===== src/verilog/pulse_sum_pkg.sv =====
// shared constants for the weighted pulse summator
package pulse_sum_pkg;

  // ==========================================================================
  // clock and timing
  localparam int CLOCK_PERIOD_NS = 8;
  localparam int MS_TIME_NS = 1_000_000;
  localparam int MS_CYCLES = (MS_TIME_NS + CLOCK_PERIOD_NS - 1) / CLOCK_PERIOD_NS;
  localparam int DEBOUNCE_TIME_MS = 5;
  localparam int DEBOUNCE_CYCLES = DEBOUNCE_TIME_MS * MS_CYCLES;

  // ==========================================================================
  // channel counts and widths
  localparam int MAX_INPUTS = 6;
  localparam int FACTOR_WIDTH = 16;
  localparam int DIVISOR_WIDTH = 16;
  localparam int WIDTH_MS_BITS = 13;

  // ==========================================================================
  // output pulse duration limits in ms
  localparam logic [12:0] RELAY_MIN_MS = 13'h01F4;
  localparam logic [12:0] TRANS_MIN_MS = 13'h0032;
  localparam logic [12:0] PULSE_MAX_MS = 13'h1388;

  // ==========================================================================
  // register byte offsets
  localparam logic [11:0] CTRL_OFFSET = 12'h000;
  localparam logic [11:0] WIDTH_OFFSET = 12'h004;
  localparam logic [11:0] CONTACT_OFFSET = 12'h008;
  localparam logic [11:0] PENDING_OFFSET = 12'h00C;
  localparam logic [11:0] OUT_COUNT_OFFSET = 12'h010;
  localparam logic [11:0] FACTOR_BASE = 12'h040;
  localparam logic [11:0] DIVISOR_BASE = 12'h060;
  localparam logic [11:0] IN_COUNT_BASE = 12'h080;

  // ==========================================================================
  // control fields and reset values
  localparam int CTRL_ENABLE_BIT = 0;
  localparam int CTRL_TRANSISTOR_BIT = 1;
  localparam logic [1:0] CTRL_RESET = 2'h1;
  localparam logic [12:0] WIDTH_RESET = 13'h01F4;
  localparam logic [15:0] FACTOR_RESET = 16'h0001;
  localparam logic [15:0] DIVISOR_RESET = 16'h0001;

  // output pulse sequencer states
  typedef enum logic [1:0] {
    OUT_IDLE = 2'b00,
    OUT_HIGH = 2'b01,
    OUT_LOW = 2'b10
  } out_state_e;

endpackage : pulse_sum_pkg


===== src/verilog/input_conditioner.sv =====
// input synchroniser with optional contact debounce
`timescale 1ns/100ps

module input_conditioner #(
  parameter int DEBOUNCE_CYCLES = pulse_sum_pkg::DEBOUNCE_CYCLES
) (
  // clock and reset
  input wire logic i_clock,
  input wire logic i_sys_rst,
  // field side
  input wire logic i_pin,
  input wire logic i_contact_mode,
  // conditioned level
  output logic o_level
);

  localparam int CW = $clog2(DEBOUNCE_CYCLES + 1);
  localparam logic [CW-1:0] LIMIT = CW'(DEBOUNCE_CYCLES - 1);

  logic meta_reg;
  logic sync_reg;
  logic [CW-1:0] stable_cnt_reg;

  // two flops before any logic reads the pin
  always_ff @(posedge i_clock) begin
    if (i_sys_rst) begin
      meta_reg <= 1'b0;
      sync_reg <= 1'b0;
    end else begin
      meta_reg <= i_pin;
      sync_reg <= meta_reg;
    end
  end

  // contact debounce filter
  // a contact level is taken only after it stayed put for the whole window
  always_ff @(posedge i_clock) begin
    if (i_sys_rst) begin
      stable_cnt_reg <= '0;
      o_level <= 1'b0;
    end else if (!i_contact_mode || sync_reg == o_level) begin
      stable_cnt_reg <= '0;
      o_level <= sync_reg;
    end else if (stable_cnt_reg == LIMIT) begin
      stable_cnt_reg <= '0;
      o_level <= sync_reg;
    end else begin
      stable_cnt_reg <= stable_cnt_reg + CW'(1);
    end
  end

endmodule : input_conditioner


===== src/verilog/weighted_pulse_summator.sv =====
// weighted pulse summator with apb register file and pulse output
//
// Our own choices: the APB register port and the address map.
`timescale 1ns/100ps

module weighted_pulse_summator #(
  parameter int N_INPUTS = pulse_sum_pkg::MAX_INPUTS,
  parameter int MS_CYCLES = pulse_sum_pkg::MS_CYCLES,
  parameter int DEBOUNCE_CYCLES = pulse_sum_pkg::DEBOUNCE_CYCLES,
  parameter logic [1:0] CTRL_PRESET = pulse_sum_pkg::CTRL_RESET,
  parameter logic [12:0] WIDTH_PRESET = pulse_sum_pkg::WIDTH_RESET,
  parameter logic [15:0] FACTOR_PRESET = pulse_sum_pkg::FACTOR_RESET,
  parameter logic [15:0] DIVISOR_PRESET = pulse_sum_pkg::DIVISOR_RESET
) (
  // clock and reset
  input wire logic i_clock,
  input wire logic i_sys_rst,
  // apb slave
  input wire logic i_psel,
  input wire logic i_penable,
  input wire logic i_pwrite,
  input wire logic [11:0] i_paddr,
  input wire logic [31:0] i_pwdata,
  output logic [31:0] o_prdata,
  output logic o_pready,
  output logic o_pslverr,
  // field pulse inputs
  input wire logic [N_INPUTS-1:0] i_pulse_in,
  // pulse output
  output logic o_pulse_out
);

  localparam int FW = pulse_sum_pkg::FACTOR_WIDTH;
  localparam int DW = pulse_sum_pkg::DIVISOR_WIDTH;
  localparam int AW = DW + 2;
  localparam int MW = $clog2(MS_CYCLES + 1);
  localparam int WB = pulse_sum_pkg::WIDTH_MS_BITS;
  localparam int CB = $clog2(N_INPUTS + 1);
  localparam logic [MW-1:0] MS_LAST = MW'(MS_CYCLES - 1);
  // channel index and register group fields of the byte address
  localparam int CH_LSB = 2;
  localparam int CH_MSB = 4;
  localparam int GRP_LSB = 5;

  // ==========================================================================
  // registers
  logic [1:0] ctrl_reg;
  logic [WB-1:0] width_reg;
  logic [N_INPUTS-1:0] contact_reg;
  logic [FW-1:0] factor_reg [N_INPUTS];
  logic [DW-1:0] divisor_reg [N_INPUTS];
  logic [31:0] in_count_reg [N_INPUTS];
  logic [AW-1:0] acc_reg [N_INPUTS];
  logic [31:0] pending_reg;
  logic [31:0] out_count_reg;
  logic [N_INPUTS-1:0] level;
  logic [N_INPUTS-1:0] level_d_reg;
  logic [N_INPUTS-1:0] credit;
  logic [CB-1:0] credit_sum;
  logic [MW-1:0] tick_cnt_reg;
  logic ms_tick;
  logic [WB-1:0] ms_cnt_reg;
  logic [WB-1:0] width_eff;
  logic start_pulse;
  pulse_sum_pkg::out_state_e state_reg;

  // apb decode
  logic setup_phase;
  logic wr_access;
  logic [2:0] ch_sel;
  logic ch_ok;
  logic hit_factor;
  logic hit_divisor;
  logic hit_in_count;
  logic addr_ok;
  logic [31:0] rd_value;

  assign setup_phase = i_psel && !i_penable;
  assign wr_access = i_psel && i_penable && i_pwrite;
  assign ch_sel = i_paddr[CH_MSB:CH_LSB];
  assign ch_ok = (32'(ch_sel) < N_INPUTS);
  assign hit_factor = (i_paddr[11:GRP_LSB] == pulse_sum_pkg::FACTOR_BASE[11:GRP_LSB])
    && ch_ok;
  assign hit_divisor = (i_paddr[11:GRP_LSB] == pulse_sum_pkg::DIVISOR_BASE[11:GRP_LSB])
    && ch_ok;
  assign hit_in_count = (i_paddr[11:GRP_LSB] == pulse_sum_pkg::IN_COUNT_BASE[11:GRP_LSB])
    && ch_ok;

  // zero-wait slave, error only on unmapped address
  assign o_pready = 1'b1;

  // ==========================================================================
  // read mux
  always_comb begin
    rd_value = 32'h0000_0000;
    addr_ok = 1'b1;
    if (hit_factor) begin
      rd_value = 32'(factor_reg[ch_sel]);
    end else if (hit_divisor) begin
      rd_value = 32'(divisor_reg[ch_sel]);
    end else if (hit_in_count) begin
      rd_value = in_count_reg[ch_sel];
    end else begin
      case (i_paddr)
        pulse_sum_pkg::CTRL_OFFSET: rd_value = 32'(ctrl_reg);
        pulse_sum_pkg::WIDTH_OFFSET: rd_value = 32'(width_reg);
        pulse_sum_pkg::CONTACT_OFFSET: rd_value = 32'(contact_reg);
        pulse_sum_pkg::PENDING_OFFSET: rd_value = pending_reg;
        pulse_sum_pkg::OUT_COUNT_OFFSET: rd_value = out_count_reg;
        default: addr_ok = 1'b0;
      endcase
    end
  end

  // read data and error captured in the setup cycle
  always_ff @(posedge i_clock) begin
    if (i_sys_rst) begin
      o_prdata <= 32'h0000_0000;
      o_pslverr <= 1'b0;
    end else if (setup_phase) begin
      o_prdata <= i_pwrite ? 32'h0000_0000 : rd_value;
      o_pslverr <= !addr_ok;
    end
  end

  always_ff @(posedge i_clock) begin
    if (i_sys_rst) begin
      ctrl_reg <= CTRL_PRESET;
      width_reg <= WIDTH_PRESET;
      contact_reg <= '0;
    end else if (wr_access) begin
      case (i_paddr)
        pulse_sum_pkg::CTRL_OFFSET: ctrl_reg <= i_pwdata[$bits(ctrl_reg)-1:0];
        pulse_sum_pkg::WIDTH_OFFSET: width_reg <= i_pwdata[WB-1:0];
        pulse_sum_pkg::CONTACT_OFFSET: contact_reg <= i_pwdata[N_INPUTS-1:0];
        default: ;
      endcase
    end
  end

  // ==========================================================================
  // per-input conditioning, weighting and remainder
  // one lane per input
  generate
    for (genvar g = 0; g < N_INPUTS; g++) begin : g_lane
      logic [AW-1:0] sum;
      logic [AW-1:0] div_eff;
      logic edge_seen;

      input_conditioner #(
        .DEBOUNCE_CYCLES(DEBOUNCE_CYCLES)
      ) u_cond (
        .i_clock(i_clock),
        .i_sys_rst(i_sys_rst),
        .i_pin(i_pulse_in[g]),
        .i_contact_mode(contact_reg[g]),
        .o_level(level[g])
      );

      assign edge_seen = level[g] && !level_d_reg[g];
      // zero divisor behaves as one
      assign div_eff = (divisor_reg[g] == '0) ? AW'(1) : AW'(divisor_reg[g]);
      assign sum = acc_reg[g] + (edge_seen ? AW'(factor_reg[g]) : '0);
      // one credit per whole divisor reached
      assign credit[g] = (sum >= div_eff);

      always_ff @(posedge i_clock) begin
        if (i_sys_rst) begin
          factor_reg[g] <= FACTOR_PRESET;
          divisor_reg[g] <= DIVISOR_PRESET;
        end else if (wr_access && 32'(ch_sel) == g) begin
          if (hit_factor) begin
            factor_reg[g] <= i_pwdata[FW-1:0];
          end
          if (hit_divisor) begin
            divisor_reg[g] <= i_pwdata[DW-1:0];
          end
        end
      end

      always_ff @(posedge i_clock) begin
        if (i_sys_rst) begin
          acc_reg[g] <= '0;
          in_count_reg[g] <= 32'h0000_0000;
        end else begin
          acc_reg[g] <= credit[g] ? (sum - div_eff) : sum;
          if (edge_seen) begin
            in_count_reg[g] <= in_count_reg[g] + 32'h0000_0001;
          end
        end
      end
    end
  endgenerate

  // edge history of conditioned levels
  always_ff @(posedge i_clock) begin
    if (i_sys_rst) begin
      level_d_reg <= '0;
    end else begin
      level_d_reg <= level;
    end
  end

  // credits of all lanes added in one cycle
  always_comb begin
    credit_sum = '0;
    for (int k = 0; k < N_INPUTS; k++) begin
      credit_sum = credit_sum + CB'(credit[k]);
    end
  end

  // ==========================================================================
  // pending output pulses
  // backlog counter, arrivals never lost
  always_ff @(posedge i_clock) begin
    if (i_sys_rst) begin
      pending_reg <= 32'h0000_0000;
    end else begin
      pending_reg <= pending_reg + 32'(credit_sum) - (start_pulse ? 32'h1 : 32'h0);
    end
  end

  // millisecond time base
  always_ff @(posedge i_clock) begin
    if (i_sys_rst || state_reg == pulse_sum_pkg::OUT_IDLE) begin
      tick_cnt_reg <= '0;
    end else if (tick_cnt_reg == MS_LAST) begin
      tick_cnt_reg <= '0;
    end else begin
      tick_cnt_reg <= tick_cnt_reg + MW'(1);
    end
  end
  assign ms_tick = (tick_cnt_reg == MS_LAST);

  // duration clamped to the output type range
  always_comb begin
    width_eff = width_reg;
    if (width_reg > pulse_sum_pkg::PULSE_MAX_MS) begin
      width_eff = pulse_sum_pkg::PULSE_MAX_MS;
    end else if (ctrl_reg[pulse_sum_pkg::CTRL_TRANSISTOR_BIT]) begin
      if (width_reg < pulse_sum_pkg::TRANS_MIN_MS) begin
        width_eff = pulse_sum_pkg::TRANS_MIN_MS;
      end
    end else if (width_reg < pulse_sum_pkg::RELAY_MIN_MS) begin
      width_eff = pulse_sum_pkg::RELAY_MIN_MS;
    end
  end

  assign start_pulse = (state_reg == pulse_sum_pkg::OUT_IDLE) && (pending_reg != '0)
    && ctrl_reg[pulse_sum_pkg::CTRL_ENABLE_BIT];

  // high then low gap one clock longer (idle cycle), near 50% duty when back to back
  always_ff @(posedge i_clock) begin
    if (i_sys_rst) begin
      state_reg <= pulse_sum_pkg::OUT_IDLE;
      ms_cnt_reg <= '0;
      o_pulse_out <= 1'b0;
      out_count_reg <= 32'h0000_0000;
    end else begin
      case (state_reg)
        pulse_sum_pkg::OUT_IDLE: begin
          ms_cnt_reg <= '0;
          if (start_pulse) begin
            state_reg <= pulse_sum_pkg::OUT_HIGH;
            o_pulse_out <= 1'b1;
            out_count_reg <= out_count_reg + 32'h0000_0001;
          end
        end
        pulse_sum_pkg::OUT_HIGH: begin
          if (ms_tick) begin
            if (ms_cnt_reg == width_eff - WB'(1)) begin
              ms_cnt_reg <= '0;
              state_reg <= pulse_sum_pkg::OUT_LOW;
              o_pulse_out <= 1'b0;
            end else begin
              ms_cnt_reg <= ms_cnt_reg + WB'(1);
            end
          end
        end
        pulse_sum_pkg::OUT_LOW: begin
          if (ms_tick) begin
            if (ms_cnt_reg == width_eff - WB'(1)) begin
              ms_cnt_reg <= '0;
              state_reg <= pulse_sum_pkg::OUT_IDLE;
            end else begin
              ms_cnt_reg <= ms_cnt_reg + WB'(1);
            end
          end
        end
        default: begin
          state_reg <= pulse_sum_pkg::OUT_IDLE;
          o_pulse_out <= 1'b0;
        end
      endcase
    end
  end

endmodule : weighted_pulse_summator

===== config.mk =====
export PLATFORM = sky130hd
export DESIGN_NAME = weighted_pulse_summator
export DESIGN_NICKNAME = d
export VERILOG_FILES = /design/src/verilog/pulse_sum_pkg.sv /design/src/verilog/input_conditioner.sv /design/src/verilog/weighted_pulse_summator.sv
export SDC_FILE = /design/constraint.sdc
export NUM_CORES = 2
export LEC_CHECK = 0
export BUFFER_PORTS_ARGS = -buffer_cell sky130_fd_sc_hd__buf_4
export CORE_MARGIN = 2
export CORE_UTILIZATION = 30
export CTS_CLUSTER_SIZE = 25
export DETAILED_ROUTE_END_ITERATION = 16
export PLACE_DENSITY = 0.43
export SLEW_MARGIN = 20
export SYNTH_ARGS = -nofsm -noshare
export SYNTH_HDL_FRONTEND = slang
export SYNTH_SLANG_ARGS = --single-unit

===== constraint.sdc =====
create_clock -name i_clock -period 23.2 [get_ports i_clock]
set_clock_uncertainty 0.2 [all_clocks]
set_input_delay 4.64 -clock i_clock [delete_from_list [all_inputs] [get_ports i_clock]]
set_output_delay 4.64 -clock i_clock [all_outputs]
set_load 0.02 [all_outputs]

==> qor.yml <==
outcome:
  status: "finished, final reports clean"
drt:
  num_vias: 38374
  ant_nets: 0
  drt_wl_total_um: 156000
  drc: 0
  wl_per_cell_um: 20.5
  drt_iter0_drc: 3050
  vias_per_cell: 5.05
  drtPass1Iterations: 5
floorplanning:
  io_pins: 90
  die-area_um2: 168000
  die_y_um: 409
  initial_core_util_pct: 30.2
  coreArea_um2: 163000
  die_w_um: 409
  rows: 148
power_and_ir_drop:
  p_leak_nw: 22.2
  power_density_nw_per_um2: 96.9
  vdd.ir_drop.worst_v: 0.0000703
synth:
  avgSynthCellArea_um2: 9.27
  synth.distinct_cells: 100
  synth_edf_count: 384
  synth_largest_area_cell: "edfxtp_1"
  async_reset_ff_share_pct: 0
  synth_top_area_share_pct: 23.4
  yosysMostFrequentCell: "nor2_1"
  syn_inst: 5314
  ys_top_cells_by_area: "edfxtp_1 (23%), dfxtp_1 (16%), ha_1 (8.0%)"
  synthFlopType: "dfxtp_1"
  ys_seq_elements: 787
  ys_warn_count: 0
  syn-num-nets: 5702
  synth_area_um2: 49300
  netlist_top_cells_count: "nor2_1 (711), dfxtp_1 (403), edfxtp_1 (384)"
  ys_seq_area_share_pct: 39.8
worst_hold_path:
  whs_endpoint: "g_lane[5].u_cond.sync_reg"
  hold_path_class: "reg2reg"
  min_from: "g_lane[5].u_cond.meta_reg"
  hold_depth: 1
critical_path:
  startpoint_type: "flop"
  reg2reg_slack_ns: 12.96
  critPathSlowestCell: "nand3_1"
  r2r-start: "g_lane[5].u_cond.o_level"
  crit_path_frequent_cell: "fa_1"
  critical_path.max_fanout: 19
  end_kind: "flop"
  r2r_cells: 35
  cp_data_arrival_time_ns: 10.64
  r2r-end: "pending_reg[28]"
  critical_path_class: "reg2reg"
  cp_slowest_stage_delay_ns: 0.77
  cp.required_ns: 23.59
timing:
  tightest_slew_ns: 1.20
  hold_violations: 0
  final.min_clock_period_ns: 10.24
  finalWorstSetupSlack_ns: 12.96
  setup_tns_ns: 0
  fmax_ghz: 0.0976
  relSlewSlack_pct: 18.9
  min_period_over_period_pct: 44.2
  holdWs_ns: 0.235
  drv_slew: 0
  rsz0062_at_grt: "no"
  finalSetupViolCount: 0
global_route:
  grt_use_total_pct: 18.3
  grt_first_pass_wirelength_um: 235000
  grt_pass1_vias: 36814
  grt.overflow.total: 0
  grt_start_max_net_pins: 149
  antenna_found_initial: 21
finish:
  largest_register_ffs: 192
  multi_input_area_um2: 28000
  fillers: 16868
  layout-drive-gt1-share_pct: 7.37
  layout.nets: 5718
  regArea_um2: 19600
  area_delta_synth_final_pct: 12.9
  fin_util_pct: 34.2
  finalInstanceArea_um2: 55600
placement:
  place.gp.congestion: 0.867
  hpwl_um: 115000
  placed_area_um2: 52200
  dp_slack_ns: 13.04
  place.port_buffers: 72
clocking:
  post-cts-setup-buffer-count: 0
  cts-resized-gates: 0
  clk_latency_ns: 0.73
  cts_root_buf: "clkbuf_16"
  cts.clk_slew.worst_paths_ns: 0.06
  cts_max_level: 3
  cts_made_buffers: 100
  clock_path_buffers: 3
  tritoncts: "built"
  hold_buffers: 0
  cts_sinks: 787
flow_run:
  maxCapViolCount: 0
-- layout make-up --
type                    instances  share of cell area (%)
diodes                          2                 0.00899
clock buffers                 144                    5.05
clock inverters                44                    1.17
inverters                     220                    1.49
multi-input cells            4091                    50.4
flip-flops and latches        787                    35.2
well taps                    2175                    4.89
repair buffers                130                    1.80
-- cells in the final DEF (no fill, tap or decap), drive strengths merged, types with 40 or more instances in the layout --
cell type  synthesis  final
mux4              47     47
nand3            205    205
nor2             711    711
o21ai            174    174
edfxtp           384    384
nor4              44     44
dfxtp            403    403
clkbuf           167    144
nand2b            44     44
xnor2            223    223
and3             123    123
xor2             294    294
a21o              79     79
o211ai            40     40
inv              220    225
and2             298    298
buf               49    130
ha               317    317
a21oi            279    279
nand2            342    342
or3               53     53
nor2b             74     74
nand4             67     67
nor3              90     90
mux2i            177    177
-- per-layer routing --
metal	track usage, %	vias up	part of all wire, %
li1	-	18874	-
met1	27.7	18547	51
met2	27.1	794	42
met3	2.93	149	5.6
met4	3.63	10	1.7
met5	0	-	0.044
-- power by group --
group	internal [mW]	switching [mW]	total, mW
Clock	1.00	0.666	1.67
Combinational	0.875	1.16	2.04
Sequential	1.59	0.0957	1.69
-- per-stage QoR --
| step | power, mW | cells |
|---|---|---|
| after floorplan | 3.27 | 5314 |
| after global placement | 3.76 | 7403 |
| after detailed placement | 3.75 | 7403 |
| after CTS | 5.45 | 7591 |
| after global routing | 5.78 | 7591 |
| final | 5.39 | 7593 |
-- worst max path at each step --
stage                             startpoint              end  slack (ns)
floorplan           g_lane[5].u_cond.o_level  pending_reg[18]       14.85
global placement    g_lane[5].u_cond.o_level  pending_reg[28]       12.99
detailed placement  g_lane[5].u_cond.o_level  pending_reg[28]       13.04
CTS                 g_lane[5].u_cond.o_level  pending_reg[28]       13.00
global route        g_lane[5].u_cond.o_level  pending_reg[28]       12.27
finish              g_lane[5].u_cond.o_level  pending_reg[28]       12.96
-- critical path: cells and delay by family (launching register included) --
family	cells	cell delay, ns
flops	1	0.33
simple gates	8	1.83
fa+ha+maj	7	2.65
buf+inv	3	0.74
xor+xnor	2	0.35
compound gates	15	4.00
-- cells by family (layout without fill, tap and decap cells) --
family | Yosys count | in the layout | share of synthesized area (%)
fa+ha+maj | 333 | 333 | 8.70
other cells | 1 | 3 | 0.00761
mux | 232 | 232 | 5.93
compound gates | 872 | 872 | 11.5
xor+xnor | 517 | 517 | 9.20
simple gates | 2136 | 2136 | 21.4
buf+inv | 436 | 538 | 3.45
flops | 787 | 787 | 39.8
Power figures use the tool's default switching activity.
